## src/rsfs_pkg.sv

```systemverilog
// Purpose: constants, states and carriers for the regulator start-up and fault supervisor
// Assumes: core_clk at 125 MHz; voltages are unsigned codes of 0.25 mV per lsb
// Notes:   the sense codes come from converters outside this block
package rsfs_pkg;
    // timing
    localparam int CLK_MHZ        = 125;
    localparam int START_DELAY_US = 100;
    localparam int START_DELAY_CYC = START_DELAY_US * CLK_MHZ;
    localparam int OC_WAIT_MS     = 12;
    localparam int OC_WAIT_CYC    = OC_WAIT_MS * 1000 * CLK_MHZ;
    localparam int RAMP_TICK_CYC  = CLK_MHZ;   // one microsecond
    // voltage scale
    localparam int LSB_UV         = 250;
    localparam int RAMP_UV_PER_US = 3250;
    localparam int UV_FALL_MV     = 300;
    localparam int UV_RISE_MV     = 250;
    localparam int OV_RELEASE_MV  = 400;
    localparam logic [13:0] RAMP_STEP  = 14'(RAMP_UV_PER_US / LSB_UV);
    localparam logic [13:0] UV_FALL    = 14'(UV_FALL_MV * 1000 / LSB_UV);
    localparam logic [13:0] UV_RISE    = 14'(UV_RISE_MV * 1000 / LSB_UV);
    localparam logic [13:0] OV_RELEASE = 14'(OV_RELEASE_MV * 1000 / LSB_UV);
    // target decode
    localparam logic [13:0] PAR_BASE = 14'h1838;
    localparam logic [13:0] PAR_STEP = 14'h0064;
    localparam logic [13:0] SER_BASE = 14'h1838;
    localparam logic [13:0] SER_STEP = 14'h00c8;
    localparam logic [2:0]  MAX_RETRY = 3'h7;
    // register map
    localparam logic [7:0] OFS_CTRL    = 8'h00;
    localparam logic [7:0] OFS_STATUS  = 8'h04;
    localparam logic [7:0] OFS_TARGET  = 8'h08;
    localparam logic [7:0] OFS_REF     = 8'h0c;
    localparam logic [7:0] OFS_OV_TRIP = 8'h10;
    localparam logic [7:0] OFS_PG_HIGH = 8'h14;
    localparam int CTRL_EN_BIT = 0;
    localparam logic        CTRL_EN_RST = 1'b1;
    localparam logic [13:0] OV_TRIP_RST = 14'h1f40;
    localparam logic [13:0] PG_HIGH_RST = 14'h1e00;
    // phase counts
    localparam logic [2:0] PH_TWO   = 3'h2;
    localparam logic [2:0] PH_THREE = 3'h3;
    localparam logic [2:0] PH_FOUR  = 3'h4;

    typedef enum logic [2:0] {
        S_OFF  = 3'b000,
        S_DET  = 3'b001,
        S_DLY  = 3'b010,
        S_RAMP = 3'b011,
        S_RUN  = 3'b100,
        S_OCW  = 3'b101,
        S_LAT  = 3'b110
    } rsfs_state_t;

    // one output's sensed quantities
    typedef struct packed {
        logic [13:0] diff;   // remote_sense_pos minus remote_sense_return
        logic [13:0] fb;     // feedback_node level
    } rsfs_sense_t;
endpackage : rsfs_pkg

```

## src/rsfs_top.sv

```systemverilog
// Purpose: start-up sequencing and fault supervision for a dual-output buck controller
// Assumes: all inputs synchronous to core_clk; srst is the power-on reset
// Notes:   APB slave, zero wait beyond one access cycle
// Overview of operation
// RULE1: stay off until turn-on comparator rises; hysteresis on falling threshold.
// RULE2: latch parallel or serial mode from select pin on each qualified turn-on rise.
// RULE3: sample phase-3/4 sense before soft-start; phase-4 high three, both high two.
// RULE4: neither phase sense input high selects four active core phases.
// RULE5: begin soft-start only after reset release, phase detect and turn-on.
// RULE6: parallel mode keeps bridge rail off, ramps core to parallel code target.
// RULE7: serial mode samples fixed select, data and clock lines for both targets.
// RULE8: targets stay fixed unless turn-on drops or power-on reset occurs.
// RULE9: load targets at soft-start entry, then wait fixed delay before rise.
// RULE10: after delay ramp both references at constant slope toward targets.
// RULE11: raise power-good once reference reaches target with no fault.
// RULE12: hold an output's switches off while feedback exceeds ramping reference.
// RULE13: output pre-charged above target gets drives only at soft-start end.
// RULE14: power-good low in shutdown and soft-start; high only inside limits.
// RULE15: power-good low on under/over voltage, overcurrent, reset or turn-off.
// RULE16: after over voltage or overcurrent latch, power-good stays low until reset.
// RULE17: over voltage needs sense above both trip level and power-good high limit.
// RULE18: over voltage forces low-side on, power-good low, latches normal switching off.
// RULE19: low-side held until sensed difference under release level; repeats on recurrence.
// RULE20: after over voltage latch, no new soft-start until power-on reset.
// RULE21: undervoltage pulls power-good low at target minus 300mV, releases at minus 250mV.
// RULE22: open sense line shuts down; restart soft-start automatically when cleared.
// RULE23: overcurrent holds drives off 12ms, retries, latches off after seven failures.
// RULE24: all delays and ramp steps come from counts of core_clk.
//
// Local design decisions: the address map and the APB register port.
`timescale 1ns/1ps
module rsfs_top #(
    parameter int START_DELAY_CYC = rsfs_pkg::START_DELAY_CYC,
    parameter int OC_WAIT_CYC     = rsfs_pkg::OC_WAIT_CYC
) (
    // clock and reset
    input  wire logic                 core_clk,
    input  wire logic                 srst,
    // apb slave
    input  wire logic [7:0]           paddr,
    input  wire logic                 psel,
    input  wire logic                 penable,
    input  wire logic                 pwrite,
    input  wire logic [31:0]          pwdata,
    output logic [31:0]               prdata,
    output logic                      pready,
    output logic                      pslverr,
    // turn-on comparator and straps
    input  wire logic                 en_above_rise,
    input  wire logic                 en_above_fall,
    input  wire logic                 interface_select_pin,
    input  wire logic                 phase3_sense_neg,
    input  wire logic                 phase4_sense_neg,
    input  wire logic                 fixed_voltage_select,
    input  wire logic                 serial_code_dataline,
    input  wire logic                 serial_code_clockline,
    input  wire logic [5:0]           par_code,
    // output sensing and fault inputs
    input  wire rsfs_pkg::rsfs_sense_t core_sense,
    input  wire rsfs_pkg::rsfs_sense_t bridge_sense,
    input  wire logic                 core_oc,
    input  wire logic                 bridge_oc,
    input  wire logic                 open_sense,
    // drive controls
    output logic                      core_drive_en,
    output logic                      bridge_drive_en,
    output logic                      low_side_force,
    output logic [2:0]                phase_count,
    output logic [13:0]               core_ref,
    output logic [13:0]               bridge_ref,
    // power_ok_flag open-drain pin
    input  wire logic                 power_ok_flag_in,
    output logic                      power_ok_flag_out,
    output logic                      power_ok_flag_oe_n
);
    rsfs_pkg::rsfs_state_t st_q;
    logic        en_ok_q, en_prev_q, mode_q, tgt_vld_q, ctrl_en_q;
    logic [13:0] tgt_core_q, tgt_brg_q, ref_core_q, ref_brg_q;
    logic [13:0] ov_trip_q, pg_high_q;
    logic [20:0] cnt_q;
    logic [7:0]  tick_q;
    logic [2:0]  retry_q, phase_q;
    logic        ov_lat_q, oc_lat_q, low_q, uv_core_q, uv_brg_q, pg_q;
    logic        core_drv_q, brg_drv_q, pready_q, pslverr_q;
    logic [31:0] prdata_q;
    logic        en_rise, go, step, ov_core, ov_brg, ov_any, oc_any, active, ramp_done, mode_eff;
    logic [2:0]  ser_idx;
    logic [14:0] core_next, brg_next;

    // qualified turn-on and fault terms
    assign en_rise = en_ok_q & ~en_prev_q;
    // the first target load can share its edge with the mode latch, so decode with the incoming mode
    assign mode_eff = en_rise ? interface_select_pin : mode_q;  // [RULE2] [RULE7]
    assign go      = en_ok_q & ctrl_en_q & ~open_sense;  // [RULE5] [RULE22]
    assign ov_core = (core_sense.diff > ov_trip_q) & (core_sense.diff > pg_high_q);  // [RULE17]
    assign ov_brg  = mode_q & (bridge_sense.diff > ov_trip_q) & (bridge_sense.diff > pg_high_q);
    assign ov_any  = ov_core | ov_brg;
    assign oc_any  = core_oc | (mode_q & bridge_oc);
    assign active  = (st_q == rsfs_pkg::S_DET) | (st_q == rsfs_pkg::S_DLY) |
                     (st_q == rsfs_pkg::S_RAMP) | (st_q == rsfs_pkg::S_RUN);
    assign ser_idx = {fixed_voltage_select, serial_code_dataline, serial_code_clockline};
    assign step    = (st_q == rsfs_pkg::S_RAMP) & (tick_q == 8'(rsfs_pkg::RAMP_TICK_CYC - 1));
    assign core_next = {1'b0, ref_core_q} + {1'b0, rsfs_pkg::RAMP_STEP};
    assign brg_next  = {1'b0, ref_brg_q} + {1'b0, rsfs_pkg::RAMP_STEP};
    assign ramp_done = (ref_core_q == tgt_core_q) & (ref_brg_q == tgt_brg_q);

    // turn-on comparator with hysteresis; dips above the falling level are ignored
    always_ff @(posedge core_clk) begin
        if (srst) begin
            en_ok_q   <= 1'b0;
            en_prev_q <= 1'b0;
        end else begin
            en_prev_q <= en_ok_q;
            if (en_above_rise)
                en_ok_q <= 1'b1;  // [RULE1]
            else if (!en_above_fall)
                en_ok_q <= 1'b0;  // [RULE1]
        end
    end

    // mode follows the select pin only at the turn-on rise
    always_ff @(posedge core_clk) begin
        if (srst)
            mode_q <= 1'b0;
        else if (en_rise)
            mode_q <= interface_select_pin;  // [RULE2]
    end

    // start targets: captured once per turn-on, kept through overcurrent retries
    always_ff @(posedge core_clk) begin
        if (srst || !en_ok_q) begin
            tgt_vld_q  <= 1'b0;  // [RULE8]
            tgt_core_q <= 14'h0000;
            tgt_brg_q  <= 14'h0000;
        end else if (st_q == rsfs_pkg::S_OFF && go && !tgt_vld_q) begin
            tgt_vld_q <= 1'b1;  // [RULE9]
            if (mode_eff) begin
                tgt_core_q <= rsfs_pkg::SER_BASE - 14'(ser_idx) * rsfs_pkg::SER_STEP;  // [RULE7]
                tgt_brg_q  <= rsfs_pkg::SER_BASE - 14'(ser_idx) * rsfs_pkg::SER_STEP;  // [RULE7]
            end else begin
                tgt_core_q <= rsfs_pkg::PAR_BASE - 14'(par_code) * rsfs_pkg::PAR_STEP;  // [RULE6]
                tgt_brg_q  <= 14'h0000;  // [RULE6]
            end
        end
    end

    // sequencer; over voltage outranks overcurrent, which outranks disable
    always_ff @(posedge core_clk) begin
        if (srst) begin
            st_q    <= rsfs_pkg::S_OFF;
            cnt_q   <= 21'h000000;
            retry_q <= 3'h0;
        end else if (active && ov_any) begin
            st_q  <= rsfs_pkg::S_LAT;  // [RULE18] [RULE20]
            cnt_q <= 21'h000000;
        end else if (active && oc_any) begin
            st_q    <= rsfs_pkg::S_OCW;  // [RULE23]
            cnt_q   <= 21'h000000;
            retry_q <= retry_q + 3'h1;
        end else if (active && !go) begin
            st_q  <= rsfs_pkg::S_OFF;  // [RULE22]
            cnt_q <= 21'h000000;
        end else begin
            cnt_q <= cnt_q + 21'h000001;  // [RULE24]
            case (st_q)
                rsfs_pkg::S_OFF: begin
                    cnt_q <= 21'h000000;
                    if (go)
                        st_q <= rsfs_pkg::S_DET;  // [RULE5]
                end
                rsfs_pkg::S_DET: begin
                    st_q  <= rsfs_pkg::S_DLY;
                    cnt_q <= 21'h000000;
                end
                rsfs_pkg::S_DLY: begin
                    if (cnt_q == 21'(START_DELAY_CYC - 1)) begin
                        st_q  <= rsfs_pkg::S_RAMP;  // [RULE9]
                        cnt_q <= 21'h000000;
                    end
                end
                rsfs_pkg::S_RAMP: begin
                    if (ramp_done) begin
                        st_q    <= rsfs_pkg::S_RUN;  // [RULE11]
                        retry_q <= 3'h0;
                    end
                end
                rsfs_pkg::S_RUN: cnt_q <= 21'h000000;
                rsfs_pkg::S_OCW: begin
                    if (cnt_q == 21'(OC_WAIT_CYC - 1)) begin
                        cnt_q <= 21'h000000;
                        if (retry_q == rsfs_pkg::MAX_RETRY)
                            st_q <= rsfs_pkg::S_LAT;  // [RULE23]
                        else if (go)
                            st_q <= rsfs_pkg::S_DET;  // [RULE23]
                        else
                            st_q <= rsfs_pkg::S_OFF;
                    end
                end
                rsfs_pkg::S_LAT: cnt_q <= 21'h000000;  // left only by srst
                default: st_q <= rsfs_pkg::S_OFF;
            endcase
        end
    end

    // phase detection while in the detect state
    always_ff @(posedge core_clk) begin
        if (srst)
            phase_q <= rsfs_pkg::PH_FOUR;
        else if (st_q == rsfs_pkg::S_DET) begin
            if (phase4_sense_neg && phase3_sense_neg)
                phase_q <= rsfs_pkg::PH_TWO;  // [RULE3]
            else if (phase4_sense_neg)
                phase_q <= rsfs_pkg::PH_THREE;  // [RULE3]
            else
                phase_q <= rsfs_pkg::PH_FOUR;  // [RULE4]
        end
    end

    // microsecond tick for the ramp
    always_ff @(posedge core_clk) begin
        if (srst || st_q != rsfs_pkg::S_RAMP || step)
            tick_q <= 8'h00;
        else
            tick_q <= tick_q + 8'h01;  // [RULE24]
    end

    // reference ramp, clamped at target so its length scales with the target
    always_ff @(posedge core_clk) begin
        // cleared with the targets on turn-off, so a latched state never holds a reference above zero target
        if (srst || !en_ok_q || st_q == rsfs_pkg::S_OFF || st_q == rsfs_pkg::S_DET) begin  // [RULE8]
            ref_core_q <= 14'h0000;
            ref_brg_q  <= 14'h0000;
        end else if (step) begin
            ref_core_q <= (core_next > {1'b0, tgt_core_q}) ? tgt_core_q : core_next[13:0];  // [RULE10]
            ref_brg_q  <= (brg_next > {1'b0, tgt_brg_q}) ? tgt_brg_q : brg_next[13:0];  // [RULE10]
        end
    end

    // drives: off while a pre-charged output sits above the reference
    always_ff @(posedge core_clk) begin
        if (srst || !(st_q == rsfs_pkg::S_RAMP || st_q == rsfs_pkg::S_RUN)) begin
            core_drv_q <= 1'b0;
            brg_drv_q  <= 1'b0;
        end else if (st_q == rsfs_pkg::S_RUN) begin
            core_drv_q <= 1'b1;  // [RULE13]
            brg_drv_q  <= mode_q;  // [RULE6] [RULE13]
        end else begin
            core_drv_q <= core_drv_q | (ref_core_q > core_sense.fb);  // [RULE12]
            brg_drv_q  <= mode_q & (brg_drv_q | (ref_brg_q > bridge_sense.fb));  // [RULE12]
        end
    end

    // over voltage clamp and latches; a new event wins over the release
    always_ff @(posedge core_clk) begin
        if (srst) begin
            low_q    <= 1'b0;
            ov_lat_q <= 1'b0;
            oc_lat_q <= 1'b0;
        end else begin
            if ((active || st_q == rsfs_pkg::S_LAT) && ov_any) begin
                low_q    <= 1'b1;  // [RULE18] [RULE19]
                ov_lat_q <= 1'b1;
            end else if (core_sense.diff < rsfs_pkg::OV_RELEASE &&
                         (!mode_q || bridge_sense.diff < rsfs_pkg::OV_RELEASE))
                low_q <= 1'b0;  // [RULE19]
            if (st_q == rsfs_pkg::S_OCW && cnt_q == 21'(OC_WAIT_CYC - 1) && retry_q == rsfs_pkg::MAX_RETRY)
                oc_lat_q <= 1'b1;  // [RULE16]
        end
    end

    // undervoltage with a 50 mV window, flag only
    always_ff @(posedge core_clk) begin
        if (srst) begin
            uv_core_q <= 1'b0;
            uv_brg_q  <= 1'b0;
        end else begin
            if ({1'b0, core_sense.diff} + {1'b0, rsfs_pkg::UV_FALL} < {1'b0, tgt_core_q})
                uv_core_q <= 1'b1;  // [RULE21]
            else if ({1'b0, core_sense.diff} + {1'b0, rsfs_pkg::UV_RISE} > {1'b0, tgt_core_q})
                uv_core_q <= 1'b0;  // [RULE21]
            if ({1'b0, bridge_sense.diff} + {1'b0, rsfs_pkg::UV_FALL} < {1'b0, tgt_brg_q})
                uv_brg_q <= 1'b1;
            else if ({1'b0, bridge_sense.diff} + {1'b0, rsfs_pkg::UV_RISE} > {1'b0, tgt_brg_q})
                uv_brg_q <= 1'b0;
        end
    end

    // shared power-good; only the run state with clean limits releases it
    always_ff @(posedge core_clk) begin
        if (srst)
            pg_q <= 1'b0;  // [RULE15]
        else
            pg_q <= (st_q == rsfs_pkg::S_RUN) & en_ok_q & ~uv_core_q & ~(mode_q & uv_brg_q) &
                    ~ov_any & ~oc_any & ~ov_lat_q & ~oc_lat_q;  // [RULE11] [RULE14] [RULE15]
    end

    // apb: ready in the first access cycle, data captured at setup
    always_ff @(posedge core_clk) begin
        if (srst) begin
            pready_q  <= 1'b0;
            pslverr_q <= 1'b0;
            prdata_q  <= 32'h00000000;
        end else begin
            pready_q  <= psel & ~penable;
            pslverr_q <= 1'b0;
            prdata_q  <= 32'h00000000;
            if (psel && !penable) begin
                case (paddr)
                    rsfs_pkg::OFS_CTRL:    prdata_q <= {31'h00000000, ctrl_en_q};
                    rsfs_pkg::OFS_STATUS:  prdata_q <= {16'h0000, retry_q, phase_q, mode_q, pg_q,
                                                        power_ok_flag_in, ov_lat_q, oc_lat_q, low_q,
                                                        1'b0, st_q};
                    rsfs_pkg::OFS_TARGET:  prdata_q <= {2'h0, tgt_brg_q, 2'h0, tgt_core_q};
                    rsfs_pkg::OFS_REF:     prdata_q <= {2'h0, ref_brg_q, 2'h0, ref_core_q};
                    rsfs_pkg::OFS_OV_TRIP: prdata_q <= {18'h00000, ov_trip_q};
                    rsfs_pkg::OFS_PG_HIGH: prdata_q <= {18'h00000, pg_high_q};
                    default:               pslverr_q <= 1'b1;
                endcase
            end
        end
    end

    // writable registers take effect at the completing edge only
    always_ff @(posedge core_clk) begin
        if (srst) begin
            ctrl_en_q <= rsfs_pkg::CTRL_EN_RST;
            ov_trip_q <= rsfs_pkg::OV_TRIP_RST;
            pg_high_q <= rsfs_pkg::PG_HIGH_RST;
        end else if (psel && penable && pready_q && pwrite) begin
            case (paddr)
                rsfs_pkg::OFS_CTRL:    ctrl_en_q <= pwdata[rsfs_pkg::CTRL_EN_BIT];
                rsfs_pkg::OFS_OV_TRIP: ov_trip_q <= pwdata[13:0];
                rsfs_pkg::OFS_PG_HIGH: pg_high_q <= pwdata[13:0];
                default:               ctrl_en_q <= ctrl_en_q;
            endcase
        end
    end

    // outputs straight from flops, except power_ok_flag_out tied low
    assign prdata             = prdata_q;
    assign pready             = pready_q;
    assign pslverr            = pslverr_q;
    assign core_drive_en      = core_drv_q;
    assign bridge_drive_en    = brg_drv_q;
    assign low_side_force     = low_q;
    assign phase_count        = phase_q;
    assign core_ref           = ref_core_q;
    assign bridge_ref         = ref_brg_q;
    assign power_ok_flag_out  = 1'b0;
    assign power_ok_flag_oe_n = pg_q;  // released means good
endmodule : rsfs_top
```

## config.mk

```make
export PLATFORM = sky130hd
export DESIGN_NAME = rsfs_top
export DESIGN_NICKNAME = d
export VERILOG_FILES = /design/src/rsfs_pkg.sv /design/src/rsfs_top.sv
export SDC_FILE = /design/constraint.sdc
export NUM_CORES = 1
export LEC_CHECK = 0
export BUFFER_PORTS_ARGS = -buffer_cell sky130_fd_sc_hd__buf_4
export CAP_MARGIN = 25
export CORE_UTILIZATION = 53
export CTS_CLUSTER_SIZE = 40
export DETAILED_ROUTE_END_ITERATION = 12
export GPL_TIMING_DRIVEN = 0
export PLACE_DENSITY = 0.83
export SETUP_SLACK_MARGIN = 0.5
export SLEW_MARGIN = 20
export SYNTH_ARGS = -nofsm -noshare
export SYNTH_HDL_FRONTEND = slang
export SYNTH_SLANG_ARGS = --single-unit
```

## constraint.sdc

```tcl
create_clock -name core_clk -period 3.8 [get_ports core_clk]
set_clock_uncertainty 0.2 [all_clocks]
set_input_delay 0.38 -clock core_clk [delete_from_list [all_inputs] [get_ports core_clk]]
set_output_delay 0.38 -clock core_clk [all_outputs]
set_load 0.01 [all_outputs]
```

==> flow_metrics.tcl <==
set metrics [dict create \
    netlist-cell-type-count 83 \
    die_y_um 157.2 \
    crit_path_cell_trace "buf_8 > buf_4 > nor3_4 > nand3b_4 > nor2_4 > nand3_1 > xnor2_1 > ha_1 > nand4_1 > buf_4 > nor4_4 > a311o_1 > buf_6 > nand3_1 > a21boi_0 > o21a_1" \
    worstMarginPinSlew_ns 0.8643 \
    io_pins 189 \
    die_w_um 157.2 \
    wl_per_cell_um 20.09 \
    cts_htree_levels 4 \
    criticalPathCategory "reg -> reg" \
    rsz0062_at_grt "true" \
    synth_top_area_share_pct 25.25 \
    dr.max_layer_used "met4" \
    dpl.hpwl_mm 32.42 \
    cp_slowest_cell "ha_1" \
    cp_num_buf_inv 4 \
    wl_met1_mm 17.27 \
    grt-ovfl-total 0 \
    grt_pass1_vias 12708 \
    max_freq_ghz 0.2699 \
    gp_congestion 0.9555 \
    min_period_ns 3.705 \
    drt-initial-drc-count 1452 \
    initial_utilization_pct 54.21 \
    status "finished, final reports clean" \
    dieArea_mm2 0.02470 \
    netlist_top_cells_count "ha_1, dfxtp_1, a21oi_1" \
    grt_usage_pct 34.47 \
    ir_drop_uv 271.1 \
    dr.pass1.iters 6 \
    final_core_util_pct 69.91 \
    max_stage_delay_ns 0.37 \
    layout-drive-gt1-share_pct 21.32 \
    p_total_w 0.004931 \
    slew_viol_final 0 \
    hold_viol_final 0 \
    synth-edff-count 0 \
    powerDensity_mw_per_mm2 299.6 \
    wl_met3_mm 4.764 \
    required_ns 3.99 \
    cp-start-kind "flip-flop" \
    synth-async-reset-ratio_pct 0 \
    cts.sinks 161 \
    num_rows 56 \
    root_buffer "clkbuf_16" \
    ys_warn_count 0 \
    syn_area_per_cell_um2 7.957 \
    post-route-drc-count 0 \
    vias 13652 \
    ys_seq_area_share_pct 25.25 \
    antenna_found_initial 1 \
    synth_area_mm2 0.01276 \
    yosys.area.top_type "dfxtp_1" \
    setup_viol 0 \
    slew_headroom_pct 42.38 \
    tritoncts "yes" \
    synth_most_common_cell "ha_1" \
    holdWs_ns 0.01674 \
    path_max_fanout 10 \
    cp-end-kind "flip-flop" \
    worstPathArrival_ns 3.89 \
    portBuffers 166 \
    cts_buffer_depth 2 \
    hp-class "in -> reg" \
    wl_met2_mm 19.77 \
    numCtsBuffers 17 \
    grt_max_degree 21 \
    area_growth_syn_to_layout_pct 28.97 \
    post-route-period-util_pct 97.51 \
    ys.flop_type "dfxtp_1" \
    nets 2190 \
    n_antenna_cell 0 \
    ys_ff_latch 161 \
    routed_wl_mm 44.38 \
    path_clk_slew_ns 0.08 \
    synth_area_leaders "dfxtp_1, ha_1, a21oi_1, nand2_1, xnor2_1" \
    ant_nets 0 \
    core_mm2 0.02354 \
    cap_violations 0 \
    avgViaCountPerCell 6.180 \
    crit_family "simple AND/OR/NAND/NOR gates" \
    leakagePower_nw 7.231 \
    clkLatencyLatePin_ns 0.45 \
    synth_cells 1604 \
    grt_pass1_wl_mm 65.91 \
]
metal layers:
metal	vias up	track usage (%)
li1	6242	-
met1	6320	43.75
met2	881	55.33
met3	209	6.498
met4	0	18.12
met5	-	0
worst reg2reg max path, stage by stage, from the launching register on:
cell and delay, ns:
dfxtp_4 0.36, buf_8 0.11, buf_4 0.13, nor3_4 0.05
nand3b_4 0.16, nor2_4 0.15, nand3_1 0.13, xnor2_1 0.21
ha_1 0.37, nand4_1 0.15, buf_4 0.18, nor4_4 0.35
a311o_1 0.28, buf_6 0.18, nand3_1 0.10, a21boi_0 0.35
o21a_1 0.19
cell families after synthesis:
family	count (synthesis)	share of synthesized area, %
buffers and inverters	202	6.314
muxes	18	1.422
AOI/OAI and AO/OA	388	19.14
other	1	0.02938
adders and majority gates	194	19.08
xor gates and xnor gates	118	8.098
DFF	161	25.25
and+or+nand+nor	522	20.67
layout make-up:
class	count	area (um^2)
fillers	1835	7083
flip-flops and latches	161	3263
multi-input cells	1243	9245
clock buffers	17	425.4
inverters	122	457.9
clock inverters	15	202.7
plain buffers	80	496.7
well taps	319	399.1
repair buffers	252	1969
flip-flops by register name, indices dropped and copies added, names as in the netlist, 3 cells and up:
register / cells
prdata: 30
bridge_ref: 14
phase_count: 3
tick_q: 8
ov_trip_q: 14
retry_q: 3
tgt_core_q: 12
tgt_brg_q: 10
st_q: 3
pg_high_q: 14
cnt_q: 21
core_ref: 14
layout by cell type (no fill, tap or decap), drive strengths merged, types with 13 or more instances in the layout:
| master | n |
|---|---|
| a211oi | 14 |
| a21o | 28 |
| a21oi | 157 |
| a221oi | 14 |
| a22oi | 13 |
| and2 | 15 |
| and3 | 31 |
| buf | 266 |
| clkbuf | 69 |
| dfxtp | 161 |
| dlygate4sd3 | 14 |
| ha | 193 |
| inv | 128 |
| mux2i | 17 |
| nand2 | 144 |
| nand3 | 59 |
| nand4 | 32 |
| nor2 | 107 |
| nor2b | 17 |
| nor3 | 36 |
| o211ai | 17 |
| o21a | 28 |
| o21ai | 61 |
| or3 | 13 |
| xnor2 | 60 |
| xor2 | 58 |
where the power goes:
| part | total [W] | switching (W) | internal [W] |
|---|---|---|---|
| clock network | 0.00182 | 0.000918 | 0.000906 |
| registers | 0.00178 | 0.0000564 | 0.00172 |
| logic | 0.00133 | 0.000770 | 0.000559 |
final timing paths:
| kind | startpoint | endpoint | slack (ns) | cells after the start |
|---|---|---|---|---|
| worst max-delay path | core_ref[3]$_SDFFE_PP0P_ | core_ref[5]$_SDFFE_PP0P_ | 0.09 | 16 |
| worst min-delay path | penable | pready$_SDFF_PP0_ | 0.02 | 2 |
| worst min register to register | cnt_q[0]$_SDFF_PP0_ | cnt_q[0]$_SDFF_PP0_ | 0.26 | 1 |
| worst max register to register | core_ref[3]$_SDFFE_PP0P_ | core_ref[5]$_SDFFE_PP0P_ | 0.09 | 16 |
stage by stage:
step | cells | instance area [um^2] | worst slack, ns | setup TNS (ns)
finish | 2209 | 16460 | 0.09468 | 0
global route | 2209 | 16460 | 0.06059 | 0
CTS | 2186 | 15930 | 0.3847 | 0
detailed placement | 2092 | 14490 | -0.07765 | -0.3997
global placement | 2091 | 14480 | -0.07705 | -0.4155
floorplan | 1606 | 12830 | 0.5134 | 0
timing repair:
action | 4_1_cts | 5_1_grt
resized for setup | 80 | 88
setup buffers | 46 | 23
hold buffers | 14 | 0
pin swaps | 37 | 52
gates cloned | 2 | 0
endpoints found under the hold margin | 21 | 0
endpoints found under the setup margin | 27 | 47
Power figures use the tool's default switching activity.
